===== src/rtl/dma_channel_defs.vh =====
// register offsets, field positions, codes and reset values of the dma channel
`ifndef DMA_CHANNEL_DEFS_VH
`define DMA_CHANNEL_DEFS_VH

// register byte offsets
`define OFF_TRANSFER_COUNT 12'h04c
`define OFF_CONTROL 12'h050
`define OFF_SOURCE_POINTER 12'h054
`define OFF_STATUS 12'h060
`define OFF_IRQ_MASK 12'h064

// control field positions
`define CTL_GO_BIT 0
`define CTL_REARM_BIT 1
`define CTL_SRC_LSB 4
`define CTL_SRC_MSB 7
`define CTL_DST_LSB 8
`define CTL_DST_MSB 11
`define CTL_WIDTH_BIT 12

// field widths
`define COUNT_W 18
`define PTR_W 19

// status bit positions
`define ST_DONE_BIT 0
`define ST_ERROR_BIT 1
`define ST_ABORT_BIT 2
`define ST_BUSY_BIT 8

// reset values
`define RST_COUNT 18'h00000
`define RST_PTR 19'h00000
`define RST_SEL 4'h0
`define RST_FLAGS 3'h0

// destination codes
`define DST_MEMORY 4'h0
`define DST_BBRAM 4'h1
`define DST_MODEM 4'h2
`define DST_UART0 4'h3
`define DST_I2S_DAC 4'h5
`define DST_SDMMC 4'h6
`define DST_SD1 4'h7
`define DST_UART1 4'h8
`define DST_SPI1 4'h9
`define DST_LCD 4'hc
`define DST_SPI0 4'hd

// source codes
`define SRC_MEMORY 4'h0
`define SRC_BBRAM 4'h1
`define SRC_UART0 4'h3
`define SRC_MODEM 4'h4
`define SRC_ADC 4'h5
`define SRC_SDMMC 4'h6
`define SRC_SD1 4'h7
`define SRC_UART1 4'h8
`define SRC_SPI1 4'h9
`define SRC_I2S 4'ha
`define SRC_SPI0 4'hd

// access width codes
`define WID_8 2'h0
`define WID_16 2'h1
`define WID_24 2'h2
`define WID_32 2'h3

`endif


===== src/rtl/dma_access_counter.v =====
// access counter of the dma channel: counts progress against the latched count
`timescale 1ns/1ps
`default_nettype none
`include "dma_channel_defs.vh"

module dma_access_counter (
  input wire pclk,
  input wire presetn,
  input wire load,
  input wire [`COUNT_W-1:0] limit,
  input wire advance,
  input wire [2:0] step,
  output reg [`COUNT_W-1:0] count_reg,
  output wire last
);

  wire [`COUNT_W:0] sum; // one bit wider so the compare cannot wrap

  assign sum = {1'b0, count_reg} + {16'h0000, step};
  // the last access may move fewer bytes than a full step; it still ends the run
  assign last = (sum >= {1'b0, limit});

  // cleared on every launch, stepped on every finished access
  always @(posedge pclk or negedge presetn) begin
    if (!presetn) begin
      count_reg <= `RST_COUNT;
    end else if (load) begin
      count_reg <= `RST_COUNT;
    end else if (advance) begin
      count_reg <= sum[`COUNT_W-1:0];
    end
  end

endmodule
`default_nettype wire


===== src/rtl/dma_channel_config.v =====
// configuration, control and sequencing of one dma channel behind an apb slave
//
// Contract
// - fifo destinations count fifo write operations
// - fifo sources count fifo read operations
// - other selections count bytes moved
// - width bit picks 16/24 for audio
// - width bit picks 8/32 for spi1
// - destination field decoding, reserved codes rejected
// - source field decoding, reserved codes rejected
// - auto-rearm relaunches after completion
// - go rising edge latches config, starts
// - go clears itself on error, and on completion when rearm is off
// - writing go zero aborts the transfer
// - pointer bit 0 ignored at 16 bits
// - pointer bits 1:0 ignored at 32 bits
`timescale 1ns/1ps
`default_nettype none
`include "dma_channel_defs.vh"

module dma_channel_config (
  input wire pclk,
  input wire presetn,
  input wire psel,
  input wire penable,
  input wire pwrite,
  input wire [11:0] paddr,
  input wire [31:0] pwdata,
  output reg [31:0] prdata,
  output wire pready,
  output wire pslverr,
  input wire request_line,
  input wire access_done,
  input wire access_error,
  output wire access_req,
  output reg [1:0] access_width,
  output wire [`PTR_W-1:0] access_src_addr,
  output reg [3:0] access_src_sel,
  output reg [3:0] access_dst_sel,
  output reg count_fifo_ops,
  output wire channel_busy,
  output wire irq
);

  localparam ST_IDLE = 1'b0; // waiting for go
  localparam ST_RUN = 1'b1; // transfer in progress

  // programmed registers
  reg [`COUNT_W-1:0] transfer_count_reg; // programmed count
  reg [`PTR_W-1:0] source_pointer_reg; // programmed source pointer
  reg [3:0] destination_select_reg; // programmed destination
  reg [3:0] source_select_reg; // programmed source
  reg sample_width_reg; // programmed width bit
  reg rearm_reg; // auto-rearm enable
  reg channel_go_reg; // go bit as software sees it
  reg [2:0] status_reg; // sticky done, error, abort
  reg [2:0] irq_mask_reg; // interrupt enables, same layout

  // engine state
  reg state_reg;
  reg state_next;
  reg [`COUNT_W-1:0] run_count_reg; // count latched at launch
  reg [`PTR_W-1:0] run_addr_reg; // running source address
  reg [`PTR_W-1:0] run_addr_next;
  reg [2:0] run_step_reg; // bytes per access of this run

  // apb decode
  wire setup_phase;
  wire wr_access;
  wire addr_hit;
  wire wr_control;
  wire go_rise;
  wire go_abort;
  wire launch;
  wire sel_bad;
  wire finish_ok;
  wire finish_err;
  wire last_access;
  wire counter_advance;
  wire [2:0] counter_step;
  wire [1:0] width_now;
  wire [2:0] status_set;
  reg [2:0] status_next;
  reg go_next;

  // decode of the width code from selections and the width bit
  function [1:0] width_of;
    input [3:0] dst;
    input [3:0] src;
    input wbit;
    begin
      if (dst == `DST_I2S_DAC || src == `SRC_I2S) begin
        width_of = wbit ? `WID_24 : `WID_16;
      end else if (dst == `DST_SPI1 || src == `SRC_SPI1) begin
        width_of = wbit ? `WID_32 : `WID_8;
      end else if (dst == `DST_UART0 || dst == `DST_UART1 || src == `SRC_UART0 || src == `SRC_UART1) begin
        width_of = `WID_8; // uarts move single bytes
      end else begin
        width_of = `WID_32;
      end
    end
  endfunction

  // byte size of one access for a width code
  function [2:0] bytes_of;
    input [1:0] wid;
    begin
      case (wid)
        `WID_8: bytes_of = 3'h1;
        `WID_16: bytes_of = 3'h2;
        default: bytes_of = 3'h4; // 24-bit samples occupy a full word
      endcase
    end
  endfunction

  // true when the count is a number of fifo operations
  function fifo_counted;
    input [3:0] dst;
    input [3:0] src;
    begin
      fifo_counted = (dst == `DST_LCD) || (dst == `DST_I2S_DAC) || (dst == `DST_SPI1) ||
                     (dst == `DST_SPI0) || (dst == `DST_MODEM) ||
                     (src == `SRC_ADC) || (src == `SRC_SPI1) || (src == `SRC_SPI0) ||
                     (src == `SRC_MODEM);
    end
  endfunction

  // destination code is one of the mapped ends
  function dst_valid;
    input [3:0] dst;
    begin
      case (dst)
        `DST_MEMORY, `DST_BBRAM, `DST_MODEM, `DST_UART0, `DST_I2S_DAC, `DST_SDMMC,
        `DST_SD1, `DST_UART1, `DST_SPI1, `DST_LCD, `DST_SPI0: dst_valid = 1'b1;
        default: dst_valid = 1'b0;
      endcase
    end
  endfunction

  // source code is one of the mapped ends
  function src_valid;
    input [3:0] src;
    begin
      case (src)
        `SRC_MEMORY, `SRC_BBRAM, `SRC_UART0, `SRC_MODEM, `SRC_ADC, `SRC_SDMMC,
        `SRC_SD1, `SRC_UART1, `SRC_SPI1, `SRC_I2S, `SRC_SPI0: src_valid = 1'b1;
        default: src_valid = 1'b0;
      endcase
    end
  endfunction

  // true for ends that are plain memory and need no request line
  function is_mem;
    input [3:0] code;
    begin
      is_mem = (code == 4'h0) || (code == 4'h1);
    end
  endfunction

  // mask the low pointer bits that a wide access cannot use
  function [`PTR_W-1:0] align_ptr;
    input [`PTR_W-1:0] ptr;
    input [1:0] wid;
    begin
      case (wid)
        `WID_16: align_ptr = {ptr[`PTR_W-1:1], 1'b0};
        `WID_32: align_ptr = {ptr[`PTR_W-1:2], 2'b00};
        default: align_ptr = ptr;
      endcase
    end
  endfunction

  assign pready = 1'b1; // every access completes without wait states
  assign setup_phase = psel && !penable;
  assign wr_access = psel && penable && pwrite;
  assign addr_hit = (paddr == `OFF_TRANSFER_COUNT) || (paddr == `OFF_CONTROL) ||
                    (paddr == `OFF_SOURCE_POINTER) || (paddr == `OFF_STATUS) || (paddr == `OFF_IRQ_MASK);
  assign pslverr = psel && penable && !addr_hit; // unmapped offsets answer with an error
  assign wr_control = wr_access && (paddr == `OFF_CONTROL);

  assign go_rise = wr_control && pwdata[`CTL_GO_BIT] && !channel_go_reg;
  assign go_abort = wr_control && !pwdata[`CTL_GO_BIT] && (state_reg == ST_RUN);
  // the launch uses the selections written in the same access
  assign width_now = width_of(pwdata[`CTL_DST_MSB:`CTL_DST_LSB], pwdata[`CTL_SRC_MSB:`CTL_SRC_LSB],
                              pwdata[`CTL_WIDTH_BIT]);
  assign sel_bad = !dst_valid(pwdata[`CTL_DST_MSB:`CTL_DST_LSB]) || !src_valid(pwdata[`CTL_SRC_MSB:`CTL_SRC_LSB]);
  assign launch = go_rise && !sel_bad;

  assign access_req = (state_reg == ST_RUN) && !go_abort &&
                      (request_line || (is_mem(access_src_sel) && is_mem(access_dst_sel)));
  assign counter_advance = (state_reg == ST_RUN) && access_done && !go_abort;
  assign counter_step = count_fifo_ops ? 3'h1 : run_step_reg;
  assign finish_ok = counter_advance && last_access && !access_error;
  assign finish_err = ((state_reg == ST_RUN) && access_error && !go_abort) || (go_rise && sel_bad);
  assign access_src_addr = run_addr_reg;
  assign channel_busy = (state_reg == ST_RUN);

  dma_access_counter u_counter (
    .pclk(pclk),
    .presetn(presetn),
    .load(launch || (finish_ok && rearm_reg)),
    .limit(run_count_reg),
    .advance(counter_advance),
    .step(counter_step),
    .count_reg(),
    .last(last_access)
  );

  // engine sequencing and next address
  always @* begin
    state_next = state_reg;
    run_addr_next = run_addr_reg;
    case (state_reg)
      ST_IDLE: begin
        if (launch) begin
          state_next = ST_RUN;
        end
      end
      ST_RUN: begin
        if (go_abort || finish_err) begin
          state_next = ST_IDLE;
        end else if (finish_ok) begin
          if (rearm_reg) begin
            state_next = ST_RUN;
            run_addr_next = align_ptr(source_pointer_reg, access_width);
          end else begin
            state_next = ST_IDLE;
          end
        end else if (counter_advance && is_mem(access_src_sel)) begin
          run_addr_next = run_addr_reg + {16'h0000, run_step_reg}; // fifo sources keep one address
        end
      end
      default: state_next = ST_IDLE;
    endcase
  end

  // engine registers; a launch latches the configuration except the rearm bit
  always @(posedge pclk or negedge presetn) begin
    if (!presetn) begin
      state_reg <= ST_IDLE;
      run_count_reg <= `RST_COUNT;
      run_addr_reg <= `RST_PTR;
      run_step_reg <= 3'h4;
      access_width <= `WID_32;
      access_src_sel <= `RST_SEL;
      access_dst_sel <= `RST_SEL;
      count_fifo_ops <= 1'b0;
    end else begin
      state_reg <= state_next;
      if (launch) begin
        run_count_reg <= transfer_count_reg;
        run_addr_reg <= align_ptr(source_pointer_reg, width_now);
        run_step_reg <= bytes_of(width_now);
        access_width <= width_now;
        access_src_sel <= pwdata[`CTL_SRC_MSB:`CTL_SRC_LSB];
        access_dst_sel <= pwdata[`CTL_DST_MSB:`CTL_DST_LSB];
        count_fifo_ops <= fifo_counted(pwdata[`CTL_DST_MSB:`CTL_DST_LSB], pwdata[`CTL_SRC_MSB:`CTL_SRC_LSB]);
      end else if (finish_ok && rearm_reg) begin
        run_count_reg <= transfer_count_reg;
        run_addr_reg <= run_addr_next;
      end else begin
        run_addr_reg <= run_addr_next;
      end
    end
  end

  // go bit: written by software, dropped by the engine at the end
  always @* begin
    go_next = channel_go_reg;
    if (wr_control) begin
      go_next = pwdata[`CTL_GO_BIT];
    end
    if (finish_err || (finish_ok && !rearm_reg)) begin
      go_next = 1'b0;
    end
  end

  // sticky events; a new event wins over a clear in the same cycle
  assign status_set = {go_abort, finish_err, finish_ok};
  always @* begin
    status_next = status_reg;
    if (wr_access && (paddr == `OFF_STATUS)) begin
      status_next = status_reg & ~pwdata[2:0];
    end
    status_next = status_next | status_set;
  end

  // software visible registers
  always @(posedge pclk or negedge presetn) begin
    if (!presetn) begin
      transfer_count_reg <= `RST_COUNT;
      source_pointer_reg <= `RST_PTR;
      destination_select_reg <= `RST_SEL;
      source_select_reg <= `RST_SEL;
      sample_width_reg <= 1'b0;
      rearm_reg <= 1'b0;
      channel_go_reg <= 1'b0;
      status_reg <= `RST_FLAGS;
      irq_mask_reg <= `RST_FLAGS;
    end else begin
      channel_go_reg <= go_next;
      status_reg <= status_next;
      if (wr_access && (paddr == `OFF_TRANSFER_COUNT)) begin
        transfer_count_reg <= pwdata[`COUNT_W-1:0];
      end
      if (wr_access && (paddr == `OFF_SOURCE_POINTER)) begin
        source_pointer_reg <= pwdata[`PTR_W-1:0];
      end
      if (wr_access && (paddr == `OFF_IRQ_MASK)) begin
        irq_mask_reg <= pwdata[2:0];
      end
      if (wr_control) begin
        destination_select_reg <= pwdata[`CTL_DST_MSB:`CTL_DST_LSB];
        source_select_reg <= pwdata[`CTL_SRC_MSB:`CTL_SRC_LSB];
        sample_width_reg <= pwdata[`CTL_WIDTH_BIT];
        rearm_reg <= pwdata[`CTL_REARM_BIT];
      end
    end
  end

  // read data is prepared in the setup cycle so it stands in the access phase
  always @(posedge pclk or negedge presetn) begin
    if (!presetn) begin
      prdata <= 32'h00000000;
    end else if (setup_phase && !pwrite) begin
      case (paddr)
        `OFF_TRANSFER_COUNT: prdata <= {14'h0000, transfer_count_reg};
        `OFF_CONTROL: prdata <= {19'h00000, sample_width_reg, destination_select_reg,
                                 source_select_reg, 2'b00, rearm_reg, channel_go_reg};
        `OFF_SOURCE_POINTER: prdata <= {13'h0000, source_pointer_reg};
        `OFF_STATUS: prdata <= {23'h000000, channel_busy, 5'h00, status_reg};
        `OFF_IRQ_MASK: prdata <= {29'h00000000, irq_mask_reg};
        default: prdata <= 32'h00000000; // unmapped reads return zero
      endcase
    end
  end

  // one level interrupt while any enabled event is pending
  assign irq = |(status_reg & irq_mask_reg);

endmodule
`default_nettype wire


===== config.mk =====
export PLATFORM = sky130hd
export DESIGN_NAME = dma_channel_config
export DESIGN_NICKNAME = d
export VERILOG_FILES = /design/src/rtl/dma_access_counter.v /design/src/rtl/dma_channel_config.v
export VERILOG_INCLUDE_DIRS = /design/src /design/src/rtl
export SDC_FILE = /design/constraint.sdc
export NUM_CORES = 1
export LEC_CHECK = 0
export ABC_AREA = 1
export ABC_CLOCK_PERIOD_IN_PS = 8500
export BUFFER_PORTS_ARGS = -buffer_cell sky130_fd_sc_hd__buf_4
export CORE_MARGIN = 2
export CORE_UTILIZATION = 42
export CTS_BUF_LIST = sky130_fd_sc_hd__clkbuf_8
export CTS_CLUSTER_DIAMETER = 150
export CTS_CLUSTER_SIZE = 20
export DETAILED_ROUTE_END_ITERATION = 6
export GPL_ROUTABILITY_DRIVEN = 0
export PLACE_DENSITY = 0.69
export SLEW_MARGIN = 25
export SYNTH_ARGS = -nofsm -noshare
export SYNTH_HDL_FRONTEND = slang
export SYNTH_SLANG_ARGS = --single-unit

===== constraint.sdc =====
create_clock -name pclk -period 8.5 [get_ports pclk]
set_input_delay 2.55 -clock pclk [delete_from_list [all_inputs] [get_ports pclk]]
set_output_delay 2.55 -clock pclk [all_outputs]
set_load 0.01 [all_outputs]

Yosys cells after proc, flatten, opt, wreduce, memory -nomap -nowiden --
Memory sizes are Yosys's and may differ from the RTL's. Cells that the tools add are included.
Operators by class: eq/ne operators 27, $add $sub $neg 2, bitwise gates (word level) 5, muxes and demuxes 28, reduce and logical (&&, ||, !) cells 74, $lt $le $gt $ge 1
Operator list (number):
- $mux 19 | 6
- $pmux 19 s5 | 1
- $mux 18 | 4
- $eq 12x7->1 const B | 5
- $eq 4x4->1 const B | 8
- $logic_and 1x1->1 | 28
- $logic_or 1x1->1 | 25
- $add 18x3->19 | 1
- $add 19x3->19 | 1
- $ge 19x18->1 | 1
- $eq 4x2->1 const B | 3
- $eq 4x3->1 const B | 3
- $logic_not 1->1 | 11
- $mux 2 | 5
- $eq 4x1->1 const B | 2
- $logic_not 4->1 | 2
- $pmux 2 s2 | 2
- $reduce_bool 2->1 | 4
- $and 3x3->3 | 2
- $mux 1 | 6
- $mux 3 | 2
- $pmux 3 s2 | 1
- $eq 2x1->1 const B | 2
- $eq 2x2->1 const B | 2
- other kinds (10) | 10
Word-level totals: logic and storage cells 158, output and inout bits 67, input bits 52, register bits after elaboration 156, memories kept 2, ROM bits 32
Memories:
- (name not given) | words 16, width 1, rd ports 1, clocked after Yosys merged registers in 0, wr ports 0, line dma_channel_config.v:144 | case (src)
- (name not given) | words 16, width 1, rd ports 1, clocked after Yosys merged registers in 0, wr ports 0, line dma_channel_config.v:132 | case (dst)

Depth between registers and ports, before layout --
Gate-level depths: netlist (run 1).
word-level depth 13, depth in mapped cells 29, gate-level depth less buffers 29

Modules after synthesis --
Synthesis (run 1) repeated with hierarchy kept, for this count alone.
Unflattened totals: cells, all modules 1058, area total of the unflattened synthesis 8285.4 um^2
By module, submodules not included:
- dma_channel_config | area an instance 6582.6 um^2, sequential area each 3105.5 um^2, cells an instance 816, instances 1
- dma_access_counter | area an instance 1702.9 um^2, sequential area each 450.4 um^2, cells an instance 242, instances 1

Least setup slack after synthesis (run 1) --
OpenSTA, ideal clock, no wires.
kind input-to-output, start point input port paddr[0], end point output port pslverr, path slack 2440 ps, path buffers 0, arrival time 3510 ps, stages on the path 10, data required time 5950 ps, cell sequence inv_2 -> nand2_4 -> nor2_1 -> inv_1 -> nor2_2 -> inv_1 -> nor3_1 -> inv_1 -> o2111ai_1 -> nor2_1
Between the ends: longest elaborated chain between the ends 7, elaborated cells between the ends (all ways) 11, those cells by class 5 x eq/ne; 6 x reduce/logical
Ends and longest elaborated chain:
- start, declared | line dma_channel_config.v:27 | input wire [11:0] paddr,
- $eq 12x7->1
- $logic_or 1x1->1 (3 in series) | line dma_channel_config.v:176 | assign addr_hit = (paddr == `OFF_TRANSFER_COUNT) || (paddr == `OFF_CONTROL) ||
- $logic_or 1x1->1 * | line dma_channel_config.v:176
- $logic_not 1->1 * | line dma_channel_config.v:178 | assign pslverr = psel && penable && !addr_hit;
- $logic_and 1x1->1 * | line dma_channel_config.v:178
- end, declared | line dma_channel_config.v:31 | output wire pslverr,
Mark *: on every way between the ends. The rest lies on a longest branch, timed or not.

Worst setup path in the final report (run 1) --
start point input port psel, end point output port access_req
Between the ends: longest elaborated chain between the ends 8
Ends and longest elaborated chain:
- start, declared | line dma_channel_config.v:24 | input wire psel,
- $logic_and 1x1->1 (2 in series) | line dma_channel_config.v:175 | assign wr_access = psel && penable && pwrite;
- $logic_and 1x1->1 | line dma_channel_config.v:179 | assign wr_control = wr_access && (paddr == `OFF_CONTROL);
- $logic_and 1x1->1 (2 in series) | line dma_channel_config.v:182 | assign go_abort = wr_control && !pwdata[`CTL_GO_BIT] && (state_reg == ST_RUN);
- $logic_not 1->1 | line dma_channel_config.v:189 | assign access_req = (state_reg == ST_RUN) && !go_abort &&
- $logic_and 1x1->1 (2 in series) | line dma_channel_config.v:189
- end, declared | line dma_channel_config.v:35 | output wire access_req,
Every way passes these cells.

==> reports/summary.txt, run 1 <==
Synth Warn #: 0
critical path type: input pin to output port
arrival time at the worst endpoint: 3990 ps
die area: 20100 um2
Final Skew: 20.1 ps
Tcrit/Tclk final: 0.770
clk_lat worst skew: 460 ps
largest area contributor in the netlist: dfrtp_1
FILL cells: 1831
vias per inst: 5.19
first-pass GRT wire length: 34.4 mm
Reg2Reg Setup Slack: 3660 ps
grt ovf: 0
Tmin final: 6540 ps
Worst Max-Slew Pin Slew: 947 ps
CTS H-tree lvls: 4
site row count: 50
layout cell share with drive strength beyond 1: 0.149
CTS tree: built
Seq/Total Area, Yosys: 0.446
Post-CTS Hold Buffers: 0
initial antenna violation count: 0
vias in the first global route: 6779
Max-cap violations: 0
Slew Limit Headroom: 0.367
setup tns final: 0 ps
Leak: 4.70 nW
post-CTS sizing: 0
via count: 6983
top cells by area, synth: dfrtp_1, nand2_1, o21ai_0
most common cell after layout, fill and taps aside: nand2_1
root buf cell: clkbuf_8
die width: 142 um
n_diodes: 0
number of distinct library cells after synthesis: 48
Residual DRC: 0
post-placement cell area: 8770 um2
postcts setup bufs: 0
Reg-to-Reg End: run_count_reg[12]
nets: 1176
Pwr per Cell Area: 145 nW/um2
Port-buffer cells: 91
Critical Path Start: psel
crit path max fanout: 13
final wirelength: 21.2 mm
Setup Viol. Count Final: 0
TritonCTS Buffers: 17
gr usage total: 0.220
Finished Cell Area: 9200 um2
Critical Path RT: 5950 ps
Initial DRC Count: 455
Layout Area Growth over Synthesis: 15.4%
Starting Density: 0.428
RSZ-0062 raised after global routing: false
clock slew seen by the registers of the worst setup and hold paths: 80 ps
HP Class: register to register
Fmax: 153 MHz
Reg2Reg Launch Point: count_fifo_ops
crit path capture type: output port
Detail Route Antenna Nets: 0
Die Y-Extent: 142 um
final hold violations: 0
worst vdd ir: 90.7 uV
fin. max-slew vios: 0
Clock Sink Count: 142
outcome: finished clean
routed len/inst: 15.7 um
count of state elements after synthesis: 142
Worst Setup EP: access_req
Bufs on Longest Clock Path: 2
R2R cell count: 23
io pins: 119
DP HPWL: 15.3 mm
most frequent cells in the layout: nand2_1, dfrtp_1, inv_1
post-synthesis cell count: 1017
Avg Inst Size Synth: 7.85 um2
core area: 18600 um2
largest net degree at the start of global routing: 85
drt first pass iters: 5
Yosys top cell area share: 0.439
synthesized area: 7980 um2
crit start category: input pin
[layout make-up]
| cell class | instances | area (um2) | area share |
|---|---|---|---|
| Tap cell | 234 | 293 | 0.0318 |
| Clock buffer | 17 | 234 | 0.0254 |
| Timing Repair Buffer | 95 | 721 | 0.0783 |
| Clock inverter | 15 | 193 | 0.0209 |
| Sequential cell | 142 | 3560 | 0.386 |
| Multi-Input combinational cell | 709 | 3710 | 0.403 |
| Inverter | 133 | 502 | 0.0545 |
[worst min path at each step]
stage                           startpoint                      to  slack (ps)  cells past startpoint
CTS                 source_pointer_reg[11]  source_pointer_reg[11]         490                      2
global route          source_select_reg[2]    source_select_reg[2]         520                      2
detailed placement  source_pointer_reg[11]  source_pointer_reg[11]         470                      2
global placement     source_pointer_reg[6]   source_pointer_reg[6]         470                      2
floorplan                  irq_mask_reg[0]         irq_mask_reg[0]         450                      2
finish              source_pointer_reg[11]  source_pointer_reg[11]         490                      2
[cells in the mapped netlist (all sizes together)]
| library cell | count |
|---|---|
| a21boi | 1 |
| a21oi | 43 |
| a221oi | 2 |
| a22o | 13 |
| a22oi | 2 |
| buf | 27 |
| clkbuf | 18 |
| clkinv | 1 |
| conb | 2 |
| dfrtp | 140 |
| dfstp | 2 |
| fa | 2 |
| ha | 24 |
| inv | 132 |
| nand2 | 315 |
| nand3 | 66 |
| nand3b | 1 |
| nand4 | 5 |
| nor2 | 50 |
| nor3 | 19 |
| nor3b | 2 |
| nor4 | 3 |
| o2111ai | 4 |
| o21ai | 103 |
| o221ai | 1 |
| o22ai | 4 |
| o31a | 1 |
| o31ai | 3 |
| o32a | 1 |
| or2 | 1 |
| xnor2 | 11 |
| xor2 | 18 |
[power by group]
| part | switching, W | internal (W) | total, W |
|---|---|---|---|
| combinational | 0.0000425 | 0.0000194 | 0.0000619 |
| sequential | 0.000000862 | 0.000676 | 0.000677 |
| clock | 0.000274 | 0.000319 | 0.000593 |
[layer usage]
| layer | vias up | GRT usage | share of wire |
|---|---|---|---|
| met5 | - | 0 | 0 |
| met4 | 0 | 0.102 | 0.035 |
| met3 | 39 | 0.0408 | 0.052 |
| met2 | 214 | 0.370 | 0.50 |
| met1 | 3320 | 0.277 | 0.42 |
| li1 | 3410 | - | - |
[worst max-delay path: stages]
cell and delay, ps:
buf_4 90, nand2_1 50, nor2_1 330, inv_1 210
nor2_4 310, nand2_2 130, nand2_1 130, nor2_1 50
buf_4 130
[stage by stage]
step / setup slack [ps] / util / total power, W / hold slack (ps) / cells
after floorplan: 2440 / - / 0.000717 / 453 / 1029
after global placement: 1990 / 0.470 / 0.000753 / 466 / 1313
after detailed placement: 1980 / 0.471 / 0.000754 / 473 / 1313
after CTS: 1970 / 0.494 / 0.00134 / 493 / 1345
after global routing: 1770 / 0.494 / 0.00138 / 521 / 1345
final: 1960 / 0.494 / 0.00133 / 490 / 1345
[logic make-up (layout without fill, tap and decap cells)]
family                   count (synthesis)  count (layout)  share of synthesized area
AND/OR/NAND/NOR                        462             462                      0.256
AO/OA/AOI/OAI                          178             178                      0.126
buffers and inverters                  178             260                     0.0971
flip-flops                             142             142                      0.446
XOR/XNOR                                29              29                     0.0318
adder cells (fa/ha/maj)                 26              26                     0.0427
other                                    2              14                   0.000941
Power figures use the tool's default switching activity.
==> inputs of run 2 (changes only) <==
--- a/config.mk
+++ b/config.mk
@@ -7,7 +7,7 @@
 export NUM_CORES = 1
 export LEC_CHECK = 0
 export ABC_AREA = 1
-export ABC_CLOCK_PERIOD_IN_PS = 8500
+export ABC_CLOCK_PERIOD_IN_PS = 6700
 export BUFFER_PORTS_ARGS = -buffer_cell sky130_fd_sc_hd__buf_4
 export CORE_MARGIN = 2
 export CORE_UTILIZATION = 42
==> constraint.sdc (replaced) <==
create_clock -name pclk -period 6.7 [get_ports pclk]
set_input_delay 2.01 -clock pclk [delete_from_list [all_inputs] [get_ports pclk]]
set_output_delay 2.01 -clock pclk [all_outputs]
set_load 0.01 [all_outputs]
==> reports/summary.txt, run 2 (synthesis results as in run 1) <==
io pins: 119
Slowest-stage cell, CP: nor3_4
Pwr per Cell Area: 174 nW/um2
arrival time at the worst endpoint: 3480 ps
Leak: 4.68 nW
critical path type: input pin to output port
Slew Limit Headroom: 0.325
TritonCTS Buffers: 17
site row count: 50
R2R cell count: 22
gr usage total: 0.219
vias per inst: 5.09
RSZ-0062 raised after global routing: false
drt first pass iters: 5
core area: 18600 um2
initial antenna violation count: 0
Tcrit/Tclk final: 0.819
post-CTS sizing: 0
Worst Max-Slew Pin Slew: 1010 ps
Starting Density: 0.428
Initial DRC Count: 447
Detail Route Antenna Nets: 0
routed len/inst: 15.5 um
largest net degree at the start of global routing: 105
nets: 1177
Pwr Total: 0.00159 W
Max-cap violations: 0
root buf cell: clkbuf_8
first-pass GRT wire length: 34.3 mm
Bufs on Longest Clock Path: 2
outcome: finished clean
via count: 6852
CTS H-tree lvls: 4
clk_lat worst skew: 460 ps
Layout Area Growth over Synthesis: 14.7%
grt ovf: 0
crit path max fanout: 13
crit-path cells: buf_4 > inv_2 > nand2_4 > nor3_4 > nand2_2 > nor2_4 > nand2_2 > nand2_1 > nor2_1 > buf_4
n_diodes: 0
DP HPWL: 15.3 mm
Port-buffer cells: 91
CP peak stage delay: 350 ps
Critical Path RT: 4690 ps
layout cell share with drive strength beyond 1: 0.150
Hold Path Depth: 2
Reg-to-Reg End: run_count_reg[17]
Residual DRC: 0
die width: 142 um
Tmin final: 5490 ps
Reg2Reg Launch Point: count_fifo_ops
final wirelength: 20.9 mm
die area: 20100 um2
Top delay family on crit path: simple AND/OR/NAND/NOR gates
vias in the first global route: 6596
most common cell after layout, fill and taps aside: nand2_1
Clock Sink Count: 142
crit start category: input pin
most frequent cells in the layout: nand2_1, dfrtp_1, inv_1
Reg2Reg Setup Slack: 1590 ps
setup tns final: 0 ps
Worst Hold End: prdata[11]
HP Class: register to register
Final Skew: 11.1 ps
Post-CTS Hold Buffers: 0
crit path capture type: output port
Buf/Inv on CP: 3
clock slew seen by the registers of the worst setup and hold paths: 80 ps
Fmax: 182 MHz
CTS tree: built
min-delay src: prdata[11]
fin. max-slew vios: 0
Setup Viol. Count Final: 0
Util after Layout: 0.491
worst vdd ir: 117 uV
postcts setup bufs: 0
FILL cells: 1854
final hold violations: 0
Die Y-Extent: 142 um
==> run 2: changes by cell type in the layout (fill, tap and decap cells not counted) <==
cell        change
buf_6           -2
inv_6           -1
clkinvlp_4      -1
clkinv_2        +3
buf_4           +2
clkbuf_8        +4
bufinv_16       -3
clkinv_4        -1
==> run 2: per-stage QoR <==
stage	setup WS, ps	hold slack [ps]	instance area, um2	std cells
6_report	1210	490	9150	1346
5_1_grt	1040	511	9150	1346
4_1_cts	1240	491	9150	1346
3_3_place_gp	1270	467	8780	1314
3_5_place_dp	1260	473	8780	1314
2_1_floorplan	1720	453	8020	1029
==> run 2: tightest hold or removal path, delay by kind of cell (launching register included) <==
kind	cells	cell delay, ps
DFF	1	350
AOI/OAI and AO/OA	1	60
and+or+nand+nor	1	50
==> run 2: report_power, final <==
group	internal, W	switching [W]	leakage, nW
clock	0.000318	0.000335	0.202
sequential	0.000858	0.00000104	1.85
combinational	0.0000245	0.0000540	2.63
==> run 2: cell type report <==
class	instances	area, um2	share of cell area
repair buffers	96	727	0.0794
multi-input cells	709	3710	0.405
well taps	234	293	0.0320
inverters	133	502	0.0548
flip-flops and latches	142	3560	0.389
clock buffers	20	275	0.0301
clock inverters	12	92.6	0.0101
==> run 2: per-layer routing <==
layer / part of all wire / GRT usage
met5: 0 / 0
met4: 0.030 / 0.0842
met3: 0.044 / 0.0385
met2: 0.49 / 0.369
met1: 0.44 / 0.282
==> run 2: how the worst max path moves through the flow <==
| stage | from | to | slack [ps] | cells after the start |
|---|---|---|---|---|
| after floorplan | paddr[0] | pslverr | 1720 | 10 |
| after global placement | paddr[0] | access_req | 1270 | 10 |
| after detailed placement | paddr[0] | access_req | 1260 | 10 |
| after CTS | paddr[0] | access_req | 1240 | 10 |
| after global routing | paddr[0] | access_req | 1040 | 10 |
| final | paddr[0] | access_req | 1210 | 10 |
==> inputs of run 3 (changes only) <==
--- a/config.mk
+++ b/config.mk
@@ -7,7 +7,7 @@
 export NUM_CORES = 1
 export LEC_CHECK = 0
 export ABC_AREA = 1
-export ABC_CLOCK_PERIOD_IN_PS = 6700
+export ABC_CLOCK_PERIOD_IN_PS = 5120
 export BUFFER_PORTS_ARGS = -buffer_cell sky130_fd_sc_hd__buf_4
 export CORE_MARGIN = 2
 export CORE_UTILIZATION = 42
==> constraint.sdc (replaced) <==
create_clock -name pclk -period 5.12 [get_ports pclk]
set_input_delay 1.536 -clock pclk [delete_from_list [all_inputs] [get_ports pclk]]
set_output_delay 1.536 -clock pclk [all_outputs]
set_load 0.01 [all_outputs]
==> reports/summary.txt, run 3 (synthesis results as in run 1) <==
final wirelength: 20.8 mm
critical path type: register to register
io pins: 119
clk_lat worst skew: 460 ps
root buf cell: clkbuf_8
arrival time at the worst endpoint: 5010 ps
CTS tree: built
PnR worst setup slack: 509 ps
layout cell share with drive strength beyond 1: 0.153
initial antenna violation count: 0
DP HPWL: 15.3 mm
Reg-to-Reg End: access_src_addr[6]
first-pass GRT wire length: 33.5 mm
post-CTS sizing: 0
crit start category: register
site row count: 50
pre-CTS WS: 545 ps
Setup Viol. Count Final: 0
largest net degree at the start of global routing: 99
drt first pass iters: 5
outcome: finished clean
Leak: 4.73 nW
crit path max fanout: 19
HP Class: register to register
Die Y-Extent: 142 um
Starting Density: 0.428
Critical Path Start: run_step_reg[1]
via count: 6905
Tcrit/Tclk final: 0.901
Max-cap violations: 0
vias per inst: 5.11
fin. max-slew vios: 0
Clock Sink Count: 142
Detail Route Antenna Nets: 0
Residual DRC: 0
nets: 1184
Bufs on Longest Clock Path: 2
routed len/inst: 15.4 um
Tmin final: 4610 ps
Worst Setup EP: access_src_addr[6]
die width: 142 um
Reg2Reg Launch Point: run_step_reg[1]
Reg2Reg Setup Slack: 510 ps
Port-buffer cells: 91
Slew Limit Headroom: 0.384
grt ovf: 0
crit path capture type: register
TritonCTS Buffers: 17
vias in the first global route: 6602
die area: 20100 um2
clock slew seen by the registers of the worst setup and hold paths: 80 ps
n_diodes: 0
postcts setup bufs: 0
Layout Area Growth over Synthesis: 16.1%
Fmax: 217 MHz
most frequent cells in the layout: nand2_1, dfrtp_1, inv_1
final hold violations: 0
core area: 18600 um2
Pwr per Cell Area: 235 nW/um2
Final Skew: 10.9 ps
CTS H-tree lvls: 4
Initial DRC Count: 415
most common cell after layout, fill and taps aside: nand2_1
RSZ-0062 raised after global routing: false
R2R cell count: 24
setup tns final: 0 ps
gr usage total: 0.215
Critical Path RT: 5520 ps
Worst Max-Slew Pin Slew: 924 ps
Post-CTS Hold Buffers: 0
worst vdd ir: 166 uV
[run 3: cell types whose count changed in the layout (fill, tap and decap cells not counted), sizes merged]
cell      previous run  this run
clkinv              11         6
clkbuf              21        20
bufinv               1         3
buf                 95       103
clkinvlp             0         2
[run 3: how the worst min path moves through the flow]
stage | from | endpoint | slack [ps] | cells past startpoint
global route | prdata[11] | prdata[11] | 520 | 2
global placement | source_pointer_reg[9] | source_pointer_reg[9] | 470 | 2
finish | source_pointer_reg[6] | source_pointer_reg[6] | 490 | 2
detailed placement | source_pointer_reg[7] | source_pointer_reg[7] | 470 | 2
floorplan | irq_mask_reg[0] | irq_mask_reg[0] | 450 | 2
CTS | source_pointer_reg[7] | source_pointer_reg[7] | 490 | 2
[run 3: power breakdown]
part	internal, W	total [W]	leakage, nW	switching, W
Combinational	0.0000324	0.000103	2.67	0.0000707
Clock	0.000515	0.000951	0.212	0.000436
Sequential	0.00112	0.00112	1.85	0.00000128
Total	0.00167	0.00218	4.73	0.000508
[run 3: area by class of cell]
class	instances	area [um2]
multi-input cells	709	3700
clock buffers	20	275
flip-flops and latches	142	3560
well taps	234	293
repair buffers	103	790
inverters	133	502
clock inverters	11	141
fillers	1821	9380
[run 3: critical path, cell delays in order (launching register included)]
cell,delay (ps)
dfrtp_1,350
inv_1,100
nor2_1,270
inv_1,100
fa_1,440
o21ai_1,330
nand3_1,170
nor2_1,160
inv_1,90
nor2_1,230
nand4_1,150
xor2_1,220
ha_1,280
a21oi_1,150
nor2_1,50
nor3_1,220
nand2_1,240
nand2_4,200
buf_4,260
nand2_4,170
nand2_1,100
nand2_1,60
inv_1,50
nand2_1,50
nand2_1,80
[run 3: layer usage]
metal  part of all wire  GRT usage
met1               0.42      0.276
met2               0.50      0.363
met3              0.053     0.0456
met4              0.024     0.0753
met5                  0          0
[run 3: metrics by stage]
step | utilization | power (W) | hold WS [ps] | cell area [um2] | std cells
after global placement | 0.474 | 0.00125 | 466 | 8840 | 1321
after global routing | 0.497 | 0.00225 | 520 | 9260 | 1352
after detailed placement | 0.474 | 0.00125 | 473 | 8840 | 1321
after CTS | 0.497 | 0.00219 | 491 | 9260 | 1352
after floorplan | - | 0.00119 | 453 | 8020 | 1029
final | 0.497 | 0.00218 | 490 | 9260 | 1352
